<file path="src/rtl/i2c_seq_pkg.sv">
// Purpose: Shared constants for the two-wire master sequencer.
// Assumes: Single 250 MHz clock, plain register port.
// Notes: Offsets are word indices on the plain port.
package i2c_seq_pkg;
    localparam int ADDR_W = 4;
    localparam int DATA_W = 8;
    // Register offsets
    localparam logic [3:0] REG_CTRL = 4'h0;
    localparam logic [3:0] REG_STATUS = 4'h1;
    localparam logic [3:0] REG_BUF = 4'h2;
    localparam logic [3:0] REG_BAUD = 4'h3;
    localparam logic [3:0] REG_RXACK = 4'h4;
    // Control bit positions
    localparam int CTRL_EN = 0;
    localparam int CTRL_RESTART = 1;
    localparam int CTRL_STOP = 2;
    localparam int CTRL_ACKSEQ = 3;
    localparam int CTRL_ACKVAL = 4;
    localparam int CTRL_WAKE = 5;
    // Status bit positions (write one clears all but BF and ACK)
    localparam int ST_IRQ = 0;
    localparam int ST_BCOL = 1;
    localparam int ST_WRITE_COLLISION_FLAG = 2;
    localparam int ST_BF = 3;
    localparam int ST_START = 4;
    localparam int ST_STOP = 5;
    localparam int ST_ACK = 6;
    localparam logic [7:0] BAUD_RESET = 8'h09;

    typedef enum logic [3:0] {
        IDLE = 4'h0,
        RS_LOW = 4'h1,
        RS_SDAHI = 4'h2,
        RS_SCLHI = 4'h3,
        RS_SDALO = 4'h4,
        ACK_LOW = 4'h5,
        ACK_HIGH = 4'h6,
        STP_SDALO = 4'h7,
        STP_SCLHI = 4'h8,
        STP_SDAHI = 4'h9,
        STP_DONE = 4'hA,
        TX_LOW = 4'hB,
        TX_HIGH = 4'hC,
        RS_END = 4'hD
    } state_e;
endpackage

</file>
<file path="src/rtl/i2c_master_bus_sequencer.sv">
// Purpose: Master sequencer: repeated start, acknowledge, stop, byte send.
// Assumes: SCL and SDA pins are open drain, sampled through two flops.
// Notes: First start and master reception are outside this block.
//
// Decided for this implementation: the address-and-strobe port and the register addresses.

//---------------------------------------------------------------------
// Sequencer
//---------------------------------------------------------------------
module i2c_master_bus_sequencer
    import i2c_seq_pkg::*;
(
    input wire logic MCLK,
    input wire logic RST_N,
    input wire logic [i2c_seq_pkg::ADDR_W-1:0] ADDR,
    input wire logic [7:0] WDATA,
    input wire logic WR,
    input wire logic RD,
    output logic [7:0] RDATA,
    input wire logic SCL_IN,
    output logic SCL_OUT,
    output logic SCL_OE,
    input wire logic SDA_IN,
    output logic SDA_OUT,
    output logic SDA_OE,
    output logic WAKE
);
    import i2c_seq_pkg::*;

    typedef struct packed {
        logic [1:0] scl_s;
        logic [1:0] sda_s;
        state_e st;
        logic [7:0] baud;
        logic [7:0] cnt;
        logic [7:0] buf_q;
        logic [7:0] shreg;
        logic [3:0] bitn;
        logic en;
        logic restart_request;
        logic stop_request;
        logic ack_sequence_request;
        logic ack_value_to_send;
        logic wake_en;
        logic serial_irq_flag;
        logic bus_collision_flag;
        logic write_collision_flag;
        logic buffer_full_flag;
        logic start_seen;
        logic stop_seen;
        logic received_ack_flag;
        logic scl_low;
        logic sda_low;
        logic [7:0] rdata;
        logic wake;
    } regs_s;

    regs_s r;
    regs_s next_r;
    logic scl;
    logic sda;
    logic tick;

    //-----------------------------------------------------------------
    // Next state
    //-----------------------------------------------------------------
    always_comb
    begin
        next_r = r;
        next_r.scl_s = {r.scl_s[0], SCL_IN};
        next_r.sda_s = {r.sda_s[0], SDA_IN};
        next_r.wake = 1'b0;
        // Second flop only; first flop feeds nothing else
        scl = r.scl_s[1];
        sda = r.sda_s[1];
        tick = (r.cnt == 8'h00);
        // Generator runs only while counting down a period
        if (r.cnt != 8'h00)
            next_r.cnt = r.cnt - 8'h01;

        // Register reads, data stand one cycle later
        next_r.rdata = 8'h00;
        if (RD)
        begin
            case (ADDR)
                REG_CTRL: next_r.rdata = {2'b00, r.wake_en,
                    r.ack_value_to_send, r.ack_sequence_request,
                    r.stop_request, r.restart_request, r.en};
                REG_STATUS: next_r.rdata = {1'b0, r.received_ack_flag,
                    r.stop_seen, r.start_seen, r.buffer_full_flag,
                    r.write_collision_flag, r.bus_collision_flag,
                    r.serial_irq_flag};
                REG_BUF: next_r.rdata = r.buf_q;
                REG_BAUD: next_r.rdata = r.baud;
                REG_RXACK: next_r.rdata = {7'h00, r.received_ack_flag};
                default: next_r.rdata = 8'h00;
            endcase
        end

        // Register writes; status flags other than BF and ACK are write one to clear
        if (WR)
        begin
            case (ADDR)
                REG_CTRL:
                begin
                    next_r.en = WDATA[CTRL_EN];
                    next_r.ack_value_to_send = WDATA[CTRL_ACKVAL];
                    next_r.wake_en = WDATA[CTRL_WAKE];
                    // Requests only while idle; no queuing of events
                    if (r.st == IDLE && r.en)
                    begin
                        next_r.restart_request = WDATA[CTRL_RESTART];
                        next_r.stop_request = WDATA[CTRL_STOP];
                        next_r.ack_sequence_request = WDATA[CTRL_ACKSEQ];
                    end
                end
                REG_STATUS:
                begin
                    if (WDATA[ST_IRQ]) next_r.serial_irq_flag = 1'b0;
                    if (WDATA[ST_BCOL]) next_r.bus_collision_flag = 1'b0;
                    if (WDATA[ST_WRITE_COLLISION_FLAG]) next_r.write_collision_flag = 1'b0;
                    if (WDATA[ST_START]) next_r.start_seen = 1'b0;
                    if (WDATA[ST_STOP]) next_r.stop_seen = 1'b0;
                end
                REG_BUF:
                begin
                    // Busy covers running sequences and pending requests
                    if (r.st != IDLE || !r.en || r.restart_request ||
                        r.stop_request || r.ack_sequence_request)
                        next_r.write_collision_flag = 1'b1;
                    else
                    begin
                        next_r.buf_q = WDATA;
                        next_r.shreg = WDATA;
                        next_r.buffer_full_flag = 1'b1;
                        next_r.bitn = 4'h0;
                        next_r.sda_low = ~WDATA[7];
                        next_r.cnt = r.baud;
                        next_r.st = TX_LOW;
                    end
                end
                REG_BAUD: next_r.baud = WDATA;
                default: ;
            endcase
        end

        // Single sequencer for every bus event
        case (r.st)
            IDLE:
            begin
                if (r.restart_request)
                begin
                    next_r.scl_low = 1'b1;
                    next_r.st = RS_LOW;
                end
                else if (r.stop_request)
                begin
                    next_r.sda_low = 1'b1;
                    next_r.st = STP_SDALO;
                end
                else if (r.ack_sequence_request)
                begin
                    next_r.scl_low = 1'b1;
                    next_r.sda_low = ~r.ack_value_to_send;
                    next_r.cnt = r.baud;
                    next_r.st = ACK_LOW;
                end
            end
            RS_LOW:
                if (!scl)
                begin
                    next_r.sda_low = 1'b0;
                    next_r.cnt = r.baud;
                    next_r.st = RS_SDAHI;
                end
            RS_SDAHI:
                if (tick && sda)
                begin
                    next_r.scl_low = 1'b0;
                    next_r.st = RS_SCLHI;
                end
            RS_SCLHI:
                if (scl)
                begin
                    if (!sda)
                    begin
                        next_r.bus_collision_flag = 1'b1;
                        next_r.restart_request = 1'b0;
                        next_r.scl_low = 1'b0;
                        next_r.sda_low = 1'b0;
                        next_r.st = IDLE;
                    end
                    else
                    begin
                        next_r.cnt = r.baud;
                        next_r.st = RS_SDALO;
                    end
                end
            RS_SDALO:
                if (!scl && !r.sda_low)
                begin
                    next_r.bus_collision_flag = 1'b1;
                    next_r.restart_request = 1'b0;
                    next_r.scl_low = 1'b0;
                    next_r.st = IDLE;
                end
                else if (tick && !r.sda_low)
                begin
                    next_r.sda_low = 1'b1;
                    next_r.cnt = r.baud;
                end
                else if (tick && r.sda_low)
                begin
                    next_r.scl_low = 1'b1;
                    next_r.restart_request = 1'b0;
                    next_r.start_seen = 1'b1;
                    next_r.st = RS_END;
                end
            RS_END:
            begin
                // No reload; irq after the final timeout
                next_r.serial_irq_flag = 1'b1;
                next_r.st = IDLE;
            end
            ACK_LOW:
                if (tick)
                begin
                    next_r.scl_low = 1'b0;
                    next_r.st = ACK_HIGH;
                end
            ACK_HIGH:
                // Arbitration: count only once SCL reads high
                if (!scl)
                    next_r.cnt = r.baud;
                else if (tick && r.cnt == 8'h00 && r.scl_s[1])
                begin
                    next_r.scl_low = 1'b1;
                    next_r.ack_sequence_request = 1'b0;
                    next_r.serial_irq_flag = 1'b1;
                    next_r.st = IDLE;
                end
            STP_SDALO:
                if (!sda)
                begin
                    next_r.cnt = r.baud;
                    next_r.st = STP_SCLHI;
                end
            STP_SCLHI:
                if (tick)
                begin
                    next_r.scl_low = 1'b0;
                    next_r.cnt = r.baud;
                    next_r.st = STP_SDAHI;
                end
            STP_SDAHI:
                if (!scl)
                    next_r.cnt = r.baud;
                else if (tick && !r.sda_low && sda)
                begin
                    next_r.stop_seen = 1'b1;
                    next_r.start_seen = 1'b0;
                    next_r.cnt = r.baud;
                    next_r.st = STP_DONE;
                end
                else if (tick)
                    next_r.sda_low = 1'b0;
            STP_DONE:
                if (tick)
                begin
                    next_r.stop_request = 1'b0;
                    next_r.serial_irq_flag = 1'b1;
                    next_r.st = IDLE;
                end
            TX_LOW:
                // Data changed in the same cycle as the falling edge (first bit at the buffer write), SCL low a period
                if (tick)
                begin
                    next_r.scl_low = 1'b0;
                    next_r.st = TX_HIGH;
                end
            TX_HIGH:
                if (!scl)
                    next_r.cnt = r.baud;
                else if (tick)
                begin
                    next_r.scl_low = 1'b1;
                    next_r.cnt = r.baud;
                    next_r.bitn = r.bitn + 4'h1;
                    if (r.bitn == 4'h8)
                    begin
                        next_r.received_ack_flag = sda;
                        next_r.serial_irq_flag = 1'b1;
                        next_r.cnt = 8'h00;
                        next_r.wake = r.wake_en;
                        next_r.st = IDLE;
                    end
                    else if (r.bitn == 4'h7)
                    begin
                        next_r.buffer_full_flag = 1'b0;
                        next_r.sda_low = 1'b0;
                        next_r.st = TX_LOW;
                    end
                    else
                    begin
                        next_r.shreg = {r.shreg[6:0], 1'b0};
                        next_r.sda_low = ~r.shreg[6];
                        next_r.st = TX_LOW;
                    end
                end
            default: next_r.st = IDLE;
        endcase

        // Disabled port drops the sequence, pin pulls and requests; flags stay
        if (!next_r.en)
        begin
            next_r.st = IDLE;
            next_r.scl_low = 1'b0;
            next_r.sda_low = 1'b0;
            next_r.restart_request = 1'b0;
            next_r.stop_request = 1'b0;
            next_r.ack_sequence_request = 1'b0;
        end
    end

    //-----------------------------------------------------------------
    // State register
    //-----------------------------------------------------------------
    always_ff @(posedge MCLK)
    begin
        if (!RST_N)
        begin
            r <= '0;
            r.baud <= BAUD_RESET;
            r.scl_s <= 2'b11;
            r.sda_s <= 2'b11;
        end
        else
            r <= next_r;
    end

    // Open drain: output always low, enable pulls the wire
    assign SCL_OUT = 1'b0;
    assign SDA_OUT = 1'b0;
    assign SCL_OE = r.scl_low;
    assign SDA_OE = r.sda_low;
    assign RDATA = r.rdata;
    assign WAKE = r.wake;
endmodule

</file>
<file path="config.mk">
export PLATFORM = sky130hd
export DESIGN_NAME = i2c_master_bus_sequencer
export DESIGN_NICKNAME = d
export VERILOG_FILES = /design/src/rtl/i2c_seq_pkg.sv /design/src/rtl/i2c_master_bus_sequencer.sv
export SDC_FILE = /design/constraint.sdc
export NUM_CORES = 1
export LEC_CHECK = 0
export ABC_AREA = 1
export BUFFER_PORTS_ARGS = -buffer_cell sky130_fd_sc_hd__buf_4
export CORE_UTILIZATION = 40
export CTS_CLUSTER_SIZE = 24
export DETAILED_ROUTE_END_ITERATION = 6
export PLACE_DENSITY_LB_ADDON = 0.3
export SLEW_MARGIN = 20
export SYNTH_ARGS = -nofsm -noshare
export SYNTH_HDL_FRONTEND = slang
export SYNTH_SLANG_ARGS = --single-unit
</file>
<file path="constraint.sdc">
create_clock -name MCLK -period 1.9 [get_ports MCLK]
set_input_delay 0.19 -clock MCLK [delete_from_list [all_inputs] [get_ports MCLK]]
set_output_delay 0.19 -clock MCLK [all_outputs]
set_load 0.02 [all_outputs]
</file>
==> impl_metrics.tcl, run 1 <==
set metrics [dict create \
    status "completed" \
    tritoncts "built" \
    crit_path_start_kind "register" \
    n_antenna_cell 0 \
    cp_data_required_time_ns 2.19 \
    grt_remaining_overflow 0 \
    ys_dominant_reg_cell "dfxtp_1" \
    postCtsHoldBufs 0 \
    die_w_um 108 \
    dp_cells 898 \
    antenna_found_initial 0 \
    syn-cell-area_mm2 0.00450 \
    drc_errors 0 \
    fp.dieH_um 108 \
    first_global_vias 4754 \
    syn_inst 710 \
    drt_iter0_drc 538 \
    num-nets-final 804 \
    synthArstFlopShare 0 \
    clockBufferDepth 2 \
    floorplan.initialDensity 0.414 \
    p_per_area_mw_per_mm2 822 \
    rows 38 \
    finalCriticalPeriod_ns 1.87 \
    ant_nets 0 \
    crit_type "register to register" \
    setup_viol 0 \
    avgViaCountPerCell 5.71 \
    synth_seq_cells 67 \
    end_kind "register" \
    synth_area_leaders "dfxtp_1 (30%), nand2_1 (13%), nor2_1 (6.8%), nand3_1 (6.7%), inv_1 (6.3%)" \
    h-tree-depth 3 \
    synthTopCellsByCount "nand2_1 (157), nor2_1 (82), inv_1 (76), dfxtp_1 (67), nand3_1 (60)" \
    grt_pass1_wl_um 24900 \
    synth_edf_count 0 \
    wl_per_cell_um 18.0 \
    clk_pin_slew_ns 0.08 \
    grt_use_total 0.287 \
    ios 31 \
    fin_worst_skew_ns 0.0101 \
    leakagePower_nw 2.64 \
    arrival_ns 2.16 \
    hp-class "primary input to register" \
    grt_max_degree 31 \
    report.final.slew_viol_count 0 \
    hold_viol 0 \
    fin_cells 926 \
    synth_top_area_share 0.298 \
    port_buffers 28 \
    dp_hpwl_um 12700 \
    clk_latency_ns 0.37 \
    relSlewSlack 0.614 \
    maxCapViolations 0 \
    vias 5287 \
    die-area_mm2 0.0117 \
    ir_drop_mv 0.649 \
    fin_crit_sh 0.984 \
    clock_sinks 67 \
    numCtsBuffers 9 \
    tightest_slew_ns 0.572 \
    yosysUniqueCellTypes 52 \
    drt_wl_total_um 16700 \
    ys_seq_area_frac 0.298 \
    fp.coreArea_mm2 0.0109 \
    yosysWarnings 0 \
    area_growth_pct 25.9 \
    final_util 0.521 \
    drive_gt1_frac 0.254 \
    fmax_mhz 535 \
    firstDrtPassIters 5 \
    root_buffer "clkbuf_8" \
    yosysMostFrequentCell "nand2_1" \
    gp_congestion 0.953 \
    synth_top_area_cell "dfxtp_1" \
    path_max_fanout 6 \
    avgSynthCellArea_um2 6.34 \
]
[layout by cell type, fill, tap and decap left out, types with 7 or more instances in the layout]
cell type	count
nor2_1	73
o21ai_0	46
nand2_4	8
nand4_1	12
o21ai_1	10
buf_4	78
nor2_4	8
nand3_2	7
clkbuf_8	9
dfxtp_1	60
nor2_2	13
nand3_1	54
a21oi_1	50
inv_2	12
nor3_1	13
inv_1	72
nand2_1	139
nand2_2	20
[sequential cells by signal (all words and copies together) (netlist names)]
name and count:
WAKE 1, SCL_OE 1, SDA_OE 1, r 54
next_r 2, RDATA 8
[worst max-delay path, cell delays in order (launching register included)]
cell and delay [ns]:
dfxtp_2 0.36, nor2_2 0.16, nand2_2 0.12, nor2_4 0.15, buf_12 0.14, buf_8 0.12
nor2_1 0.04, nor2_1 0.13, nand2_2 0.10, nand3_1 0.10, nand2_1 0.05, a21oi_1 0.13
nor2_1 0.06, nor2_1 0.12
[area by class of cell]
type / instances / area (µm²)
Sequential cell: 67 / 1350
Clock inverter: 5 / 31.3
Inverter: 87 / 337
Fill cell: 1049 / 5220
Tap cell: 140 / 175
Timing Repair Buffer: 89 / 766
Multi-Input combinational cell: 528 / 2880
Clock buffer: 10 / 128
[metrics by stage]
stage | area [µm²] | hold WS (ns) | TNS [ns] | worst slack (ns) | power [mW]
detailed placement | 5120 | 0.382 | -0.208 | -0.0412 | 3.20
floorplan | 4510 | 0.297 | 0 | 0.200 | 2.71
finish | 5670 | 0.0144 | 0 | 0.0301 | 4.66
global placement | 5120 | 0.381 | -0.0484 | -0.0329 | 3.17
global route | 5670 | 0.0109 | -0.156 | -0.0355 | 4.94
CTS | 5300 | 0.00395 | -0.0342 | -0.0266 | 4.26
[logic make-up after synthesis]
logic type | Yosys count | synth area share
and+or+nand+nor | 368 | 0.380
AOI/OAI and AO/OA | 151 | 0.194
buffers and inverters | 117 | 0.112
DFF | 67 | 0.298
adders and majority gates | 4 | 0.0111
xor gates and xnor gates | 2 | 0.00389
other | 1 | 0.000833
[per-layer routing]
metal	GRT usage	part of all wire	vias to the layer above
met3	0.0645	0.078	52
met2	0.463	0.48	256
met4	0.140	0.040	0
met5	0	0	-
li1	-	-	2505
met1	0.359	0.41	2474
[worst paths after layout]
path	endpoint	start	cells past startpoint	slack [ns]
max	r[44]$_SDFF_PN0_	r[46]$_SDFF_PN0_	13	0.03
min	next_r[65]$_SDFF_PN1_	SDA_IN	2	0.01
max reg2reg	r[44]$_SDFF_PN0_	r[46]$_SDFF_PN0_	13	0.03
min reg2reg	r[65]$_SDFF_PN1_	next_r[65]$_SDFF_PN1_	1	0.41
[power breakdown]
part	internal (mW)	switching, mW	leakage (nW)
logic	0.855	1.21	2.02
clock network	0.461	0.582	0.0819
registers	1.48	0.0717	0.546
total	2.80	1.86	2.64
[what timing repair did]
item / CTS / global route
cloned: 0 / 1
pin swaps: 0 / 17
setup buffers: 0 / 12
endpoints found under the setup margin: 11 / 29
gates resized for setup: 6 / 72
Note: power is estimated with default switching activity, not from simulation.
==> run 2, diff against run 1 <==
--- a/config.mk
+++ b/config.mk
@@ -11,6 +11,7 @@
 export CTS_CLUSTER_SIZE = 24
 export DETAILED_ROUTE_END_ITERATION = 6
 export PLACE_DENSITY_LB_ADDON = 0.3
+export RECOVER_POWER = 100
 export SLEW_MARGIN = 20
 export SYNTH_ARGS = -nofsm -noshare
 export SYNTH_HDL_FRONTEND = slang
==> run 2 against run 1 <==
Against the previous run:
- maximum frequency is essentially flat
- die area is the same
- cell count is the same
- utilization shrank 0.48 points
- register-to-register slack is essentially flat
- clock power is essentially flat
- first-iteration DRC count grew 2.6%
- clock-buffer cell count is the same
- global-route usage is the same
- clock skew is essentially flat
- sequential share of layout area grew 0.22 points
- wire length is essentially flat
==> impl_metrics.tcl, run 2 (synthesized netlist as in run 1, its figures left out) <==
set metrics [dict create \
    status "completed" \
    wl_per_cell_um 18.0 \
    relSlewSlack 0.623 \
    dp_hpwl_um 12700 \
    num-nets-final 804 \
    setup_viol 0 \
    h-tree-depth 3 \
    numCtsBuffers 9 \
    final_common_cell "nand2_1" \
    firstDrtPassIters 5 \
    root_buffer "clkbuf_8" \
    fp.dieH_um 108 \
    clk_pin_slew_ns 0.08 \
    placed_cell_area_mm2 0.00512 \
    die-area_mm2 0.0117 \
    clk_latency_ns 0.36 \
    maxCapViolations 0 \
    clockBufferDepth 2 \
    first_global_vias 4754 \
    final_cell_mix "nand2_1 (139), nor2_1 (73), inv_1 (72)" \
    grt_use_total 0.287 \
    ios 31 \
    holdWs_ns 0.0162 \
    port_buffers 28 \
    drc_errors 0 \
    ant_nets 0 \
    arrival_ns 2.15 \
    postCtsHoldBufs 0 \
    vias 5292 \
    fmax_mhz 535 \
    seqPwrFrac 0.333 \
    crit_type "register to register" \
    rows 38 \
    report.final.slew_viol_count 0 \
    internal-power_mw 2.79 \
    tightest_slew_ns 0.559 \
    p_sw_frac 0.400 \
    clock_sinks 67 \
    tritoncts "built" \
    antenna_found_initial 0 \
    power.switching_mw 1.86 \
    fp.coreArea_mm2 0.0109 \
    path_max_fanout 6 \
    drive_gt1_frac 0.237 \
    cp_data_required_time_ns 2.19 \
    end_kind "register" \
    crit_path_start_kind "register" \
    p_comb_frac 0.443 \
    hp-class "primary input to register" \
    grt_max_degree 31 \
    p_per_area_mw_per_mm2 828 \
    die_w_um 108 \
    p_clk_frac 0.224 \
    grt_pass1_wl_um 24900 \
    r2r_setup_slack_ns 0.03 \
    area_growth_pct 24.7 \
    largest_register_ffs 54 \
    regMostFlops "r" \
    drt_wl_total_um 16700 \
    avgViaCountPerCell 5.71 \
    n_antenna_cell 0 \
    finalCriticalPeriod_ns 1.87 \
    fin_area_mm2 0.00562 \
    ir_drop_mv 0.646 \
    gp_congestion 0.953 \
    floorplan.initialDensity 0.414 \
    grt_remaining_overflow 0 \
    fin_crit_sh 0.984 \
    fin_worst_skew_ns 0.00994 \
    drt_iter0_drc 552 \
    leakagePower_nw 2.58 \
    hold_viol 0 \
]
-- run 2: path summary, 6_finish.rpt --
| kind | start | cells past startpoint | end |
|---|---|---|---|
| max | r[46]$_SDFF_PN0_ | 13 | r[44]$_SDFF_PN0_ |
| min reg2reg | next_r[65]$_SDFF_PN1_ | 1 | r[65]$_SDFF_PN1_ |
| min | SDA_IN | 2 | next_r[65]$_SDFF_PN1_ |
| max reg2reg | r[46]$_SDFF_PN0_ | 13 | r[44]$_SDFF_PN0_ |
-- run 2: layout make-up --
type                    count  area (µm²)
fillers                  1066        5270
clock inverters             5        31.3
inverters                  87         337
well taps                 140         175
repair buffers             89         713
multi-input cells         528        2880
clock buffers              10         128
flip-flops and latches     67        1350
-- run 2: routing by layer --
metal	vias up	global-route usage	share of wire
met5	-	0	0
met1	2471	0.359	0.41
li1	2508	-	-
met2	255	0.463	0.47
met3	58	0.0645	0.077
met4	0	0.140	0.042
-- run 2: repair_timing --
item / in CTS / in global routing
gates cloned: 0 / 1
gates resized for setup: 6 / 72
setup buffers: 0 / 12
setup endpoints to repair: 11 / 29
pin swaps: 0 / 17
-- run 2: power groups by stage --
stage	Combinational [mW]	Clock (mW)	Sequential, mW
6_report	2.06	1.04	1.55
2_1_floorplan	1.17	0	1.54
5_1_grt	2.27	1.11	1.56
3_3_place_gp	1.61	0	1.56
4_1_cts	1.67	1.07	1.53
3_5_place_dp	1.63	0	1.57
-- run 2: critical path: stages (launching register included) --
cell	delay [ns]
dfxtp_2	0.36
nor2_2	0.16
nand2_2	0.12
nor2_4	0.15
buf_12	0.14
buf_8	0.12
nor2_1	0.04
nor2_1	0.13
nand2_2	0.10
nand3_1	0.10
nand2_1	0.06
a21oi_1	0.13
nor2_1	0.06
nor2_1	0.12
-- run 2: through the flow --
step	setup slack, ns	util	std cells	TNS, ns	total power, mW
finish	0.0312	0.516	926	0	4.65
global route	-0.0363	0.516	926	-0.157	4.94
CTS	-0.0266	0.487	913	-0.0342	4.26
detailed placement	-0.0412	0.470	898	-0.208	3.20
global placement	-0.0329	0.470	898	-0.0484	3.17
floorplan	0.200	-	711	0	2.71
==> run 3, diff against run 2 <==
--- a/config.mk
+++ b/config.mk
@@ -7,6 +7,8 @@
 export LEC_CHECK = 0
 export ABC_AREA = 1
 export BUFFER_PORTS_ARGS = -buffer_cell sky130_fd_sc_hd__buf_4
+export CELL_PAD_IN_SITES_DETAIL_PLACEMENT = 0
+export CELL_PAD_IN_SITES_GLOBAL_PLACEMENT = 1
 export CORE_UTILIZATION = 40
 export CTS_CLUSTER_SIZE = 24
 export DETAILED_ROUTE_END_ITERATION = 6
==> run 3 against run 2 <==
Against the previous run:
- non-clock buffer count is 33 higher
- utilization is 2.1 points higher
- sequential power hardly changed
- clock power increased by 7%
- worst hold slack got worse by 0.00082 ns
- combinational power grew 6%
- critical path type unchanged
- largest power group unchanged
- cell count rose by 3.5%
- global-route usage grew 1.5 points
- wire length increased by 2.5%
- clock skew about the same
- cell area rose by 4.1%
- total power rose by 3.7%
==> impl_metrics.tcl, run 3 (synthesized netlist as in run 1, its figures left out) <==
set metrics [dict create \
    drc_errors 0 \
    clk_pin_slew_ns 0.08 \
    arrival_ns 2.16 \
    fin_area_mm2 0.00585 \
    hp-class "primary input to register" \
    clock_sinks 67 \
    hold_viol 0 \
    vias 5300 \
    placed_cell_area_mm2 0.00533 \
    status "completed" \
    area_growth_pct 29.8 \
    dp_slack_ns -0.199 \
    finalSetupTns_ns 0 \
    largest_register_ffs 54 \
    cp_top_family "simple AND/OR/NAND/NOR gates" \
    gp_congestion 1.01 \
    rsz0062_at_grt "true" \
    fmax_mhz 540 \
    num-nets-final 836 \
    firstDrtPassIters 5 \
    rows 38 \
    p_comb_frac 0.452 \
    antenna_found_initial 0 \
    ir_drop_mv 0.604 \
    n_antenna_cell 0 \
    p_clk_frac 0.229 \
    critPathMaxStageDelay_ns 0.38 \
    root_buffer "clkbuf_8" \
    timing.rr.start "r[61]$_SDFF_PN0_" \
    fp.coreArea_mm2 0.0109 \
    dp_hpwl_um 13200 \
    numCtsBuffers 9 \
    crit_path_start_kind "register" \
    path_cells "inv_2 -> nand2_1 -> buf_4 -> nor2_1 -> nor2_1 -> nand3_1 -> nor4_1 -> nor2_1 -> nand2_1 -> nand2_1 -> nand2_1 -> nor2_1" \
    maxCapViolations 0 \
    worstHoldEndpoint "next_r[65]$_SDFF_PN1_" \
    fp.dieH_um 108 \
    drt_wl_total_um 17100 \
    crit_slowest_cell "dfxtp_4" \
    grt_max_degree 30 \
    min_from "SDA_IN" \
    power.switching_mw 1.94 \
    finalCriticalPeriod_ns 1.85 \
    port_buffers 28 \
    layout_setup_ws_ns 0.0477 \
    end_kind "register" \
    final_cell_mix "nand2_1 (140), buf_4 (99), inv_1 (72)" \
    ios 31 \
    floorplan.initialDensity 0.414 \
    drt_iter0_drc 517 \
    grt_pass1_wl_um 26300 \
    clockBufferDepth 2 \
    final_common_cell "nand2_1" \
    h-tree-depth 3 \
    report.final.slew_viol_count 0 \
    internal-power_mw 2.88 \
    setup_viol 0 \
    ant_nets 0 \
    drive_gt1_frac 0.273 \
    die_w_um 108 \
    first_global_vias 4910 \
    cp_data_required_time_ns 2.21 \
    reg2regPathDepth 12 \
    crit_type "register to register" \
    die-area_mm2 0.0117 \
    fin_crit_sh 0.975 \
    finalPower_mw 4.83 \
    fin_worst_skew_ns 0.0101 \
    path_max_fanout 6 \
    r2r_setup_slack_ns 0.05 \
    leakagePower_nw 2.70 \
    r2r-end "SCL_OE$_SDFFE_PN0P_" \
    grt_remaining_overflow 0 \
    tritoncts "built" \
    regMostFlops "r" \
    avgViaCountPerCell 5.53 \
    grt_use_total 0.302 \
    final_util 0.537 \
    p_sw_frac 0.403 \
    wl_per_cell_um 17.9 \
    clk_latency_ns 0.37 \
    multi_input_area_mm2 0.00292 \
    fillCellCount 1127 \
    path_buf_inv 2 \
    seqPwrFrac 0.319 \
    ff_latch_area_mm2 0.00135 \
    p_per_area_mw_per_mm2 825 \
    worstHoldPathCells 2 \
]
-- run 3: worst max path at each step --
stage	start	to	slack, ns	cells after the start
after CTS	r[60]$_SDFF_PN0_	r[48]$_SDFF_PN0_	0.005	11
after global placement	r[46]$_SDFF_PN0_	r[50]$_SDFF_PN0_	-0.14	12
final	r[61]$_SDFF_PN0_	SCL_OE$_SDFFE_PN0P_	0.05	12
after detailed placement	r[46]$_SDFF_PN0_	r[50]$_SDFF_PN0_	-0.20	12
after global routing	r[44]$_SDFF_PN0_	r[47]$_SDFF_PN0_	-0.05	13
after floorplan	r[44]$_SDFF_PN0_	r[46]$_SDFF_PN0_	0.20	13
-- run 3: stage by stage --
step | hold slack, ns | instances
after floorplan | 0.297 | 711
after global placement | 0.381 | 929
after detailed placement | 0.383 | 929
after CTS | 0.00248 | 948
after global routing | 0.00470 | 958
final | 0.0154 | 958
-- run 3: repair_timing --
action                     4_1_cts  5_1_grt
hold buffers                     1        0
setup buffers                    3       10
hold endpoints to repair         1        0
pin swaps                        1       17
setup endpoints to repair       21       17
gates resized for setup          9       70
-- run 3: layout make-up --
type,count,area share
sequential,67,0.231
clock inverter,5,0.00514
inverter,87,0.0569
tap,140,0.0300
multi-input combinational,527,0.499
clock buffer,10,0.0235
timing repair buffer,122,0.155
-- run 3: worst register-to-register path, delay by kind of cell, from the launching register on --
kind	cells	cell delay (ns)
DFF	1	0.38
and+or+nand+nor	10	1.15
buffers and inverters	2	0.28
-- run 3: per-layer routing --
metal | track usage | up-vias | share of wire
met1 | 0.382 | 2471 | 0.43
met3 | 0.0603 | 49 | 0.060
li1 | - | 2570 | -
met2 | 0.482 | 210 | 0.46
met4 | 0.159 | 0 | 0.047
met5 | 0 | - | 0
-- run 3: power groups by stage --
stage / clock [mW] / combinational [mW] / sequential (mW)
after floorplan: 0 / 1.17 / 1.54
after global placement: 0 / 1.83 / 1.55
after detailed placement: 0 / 1.85 / 1.56
after CTS: 1.12 / 1.96 / 1.53
after global routing: 1.18 / 2.40 / 1.55
final: 1.11 / 2.18 / 1.54
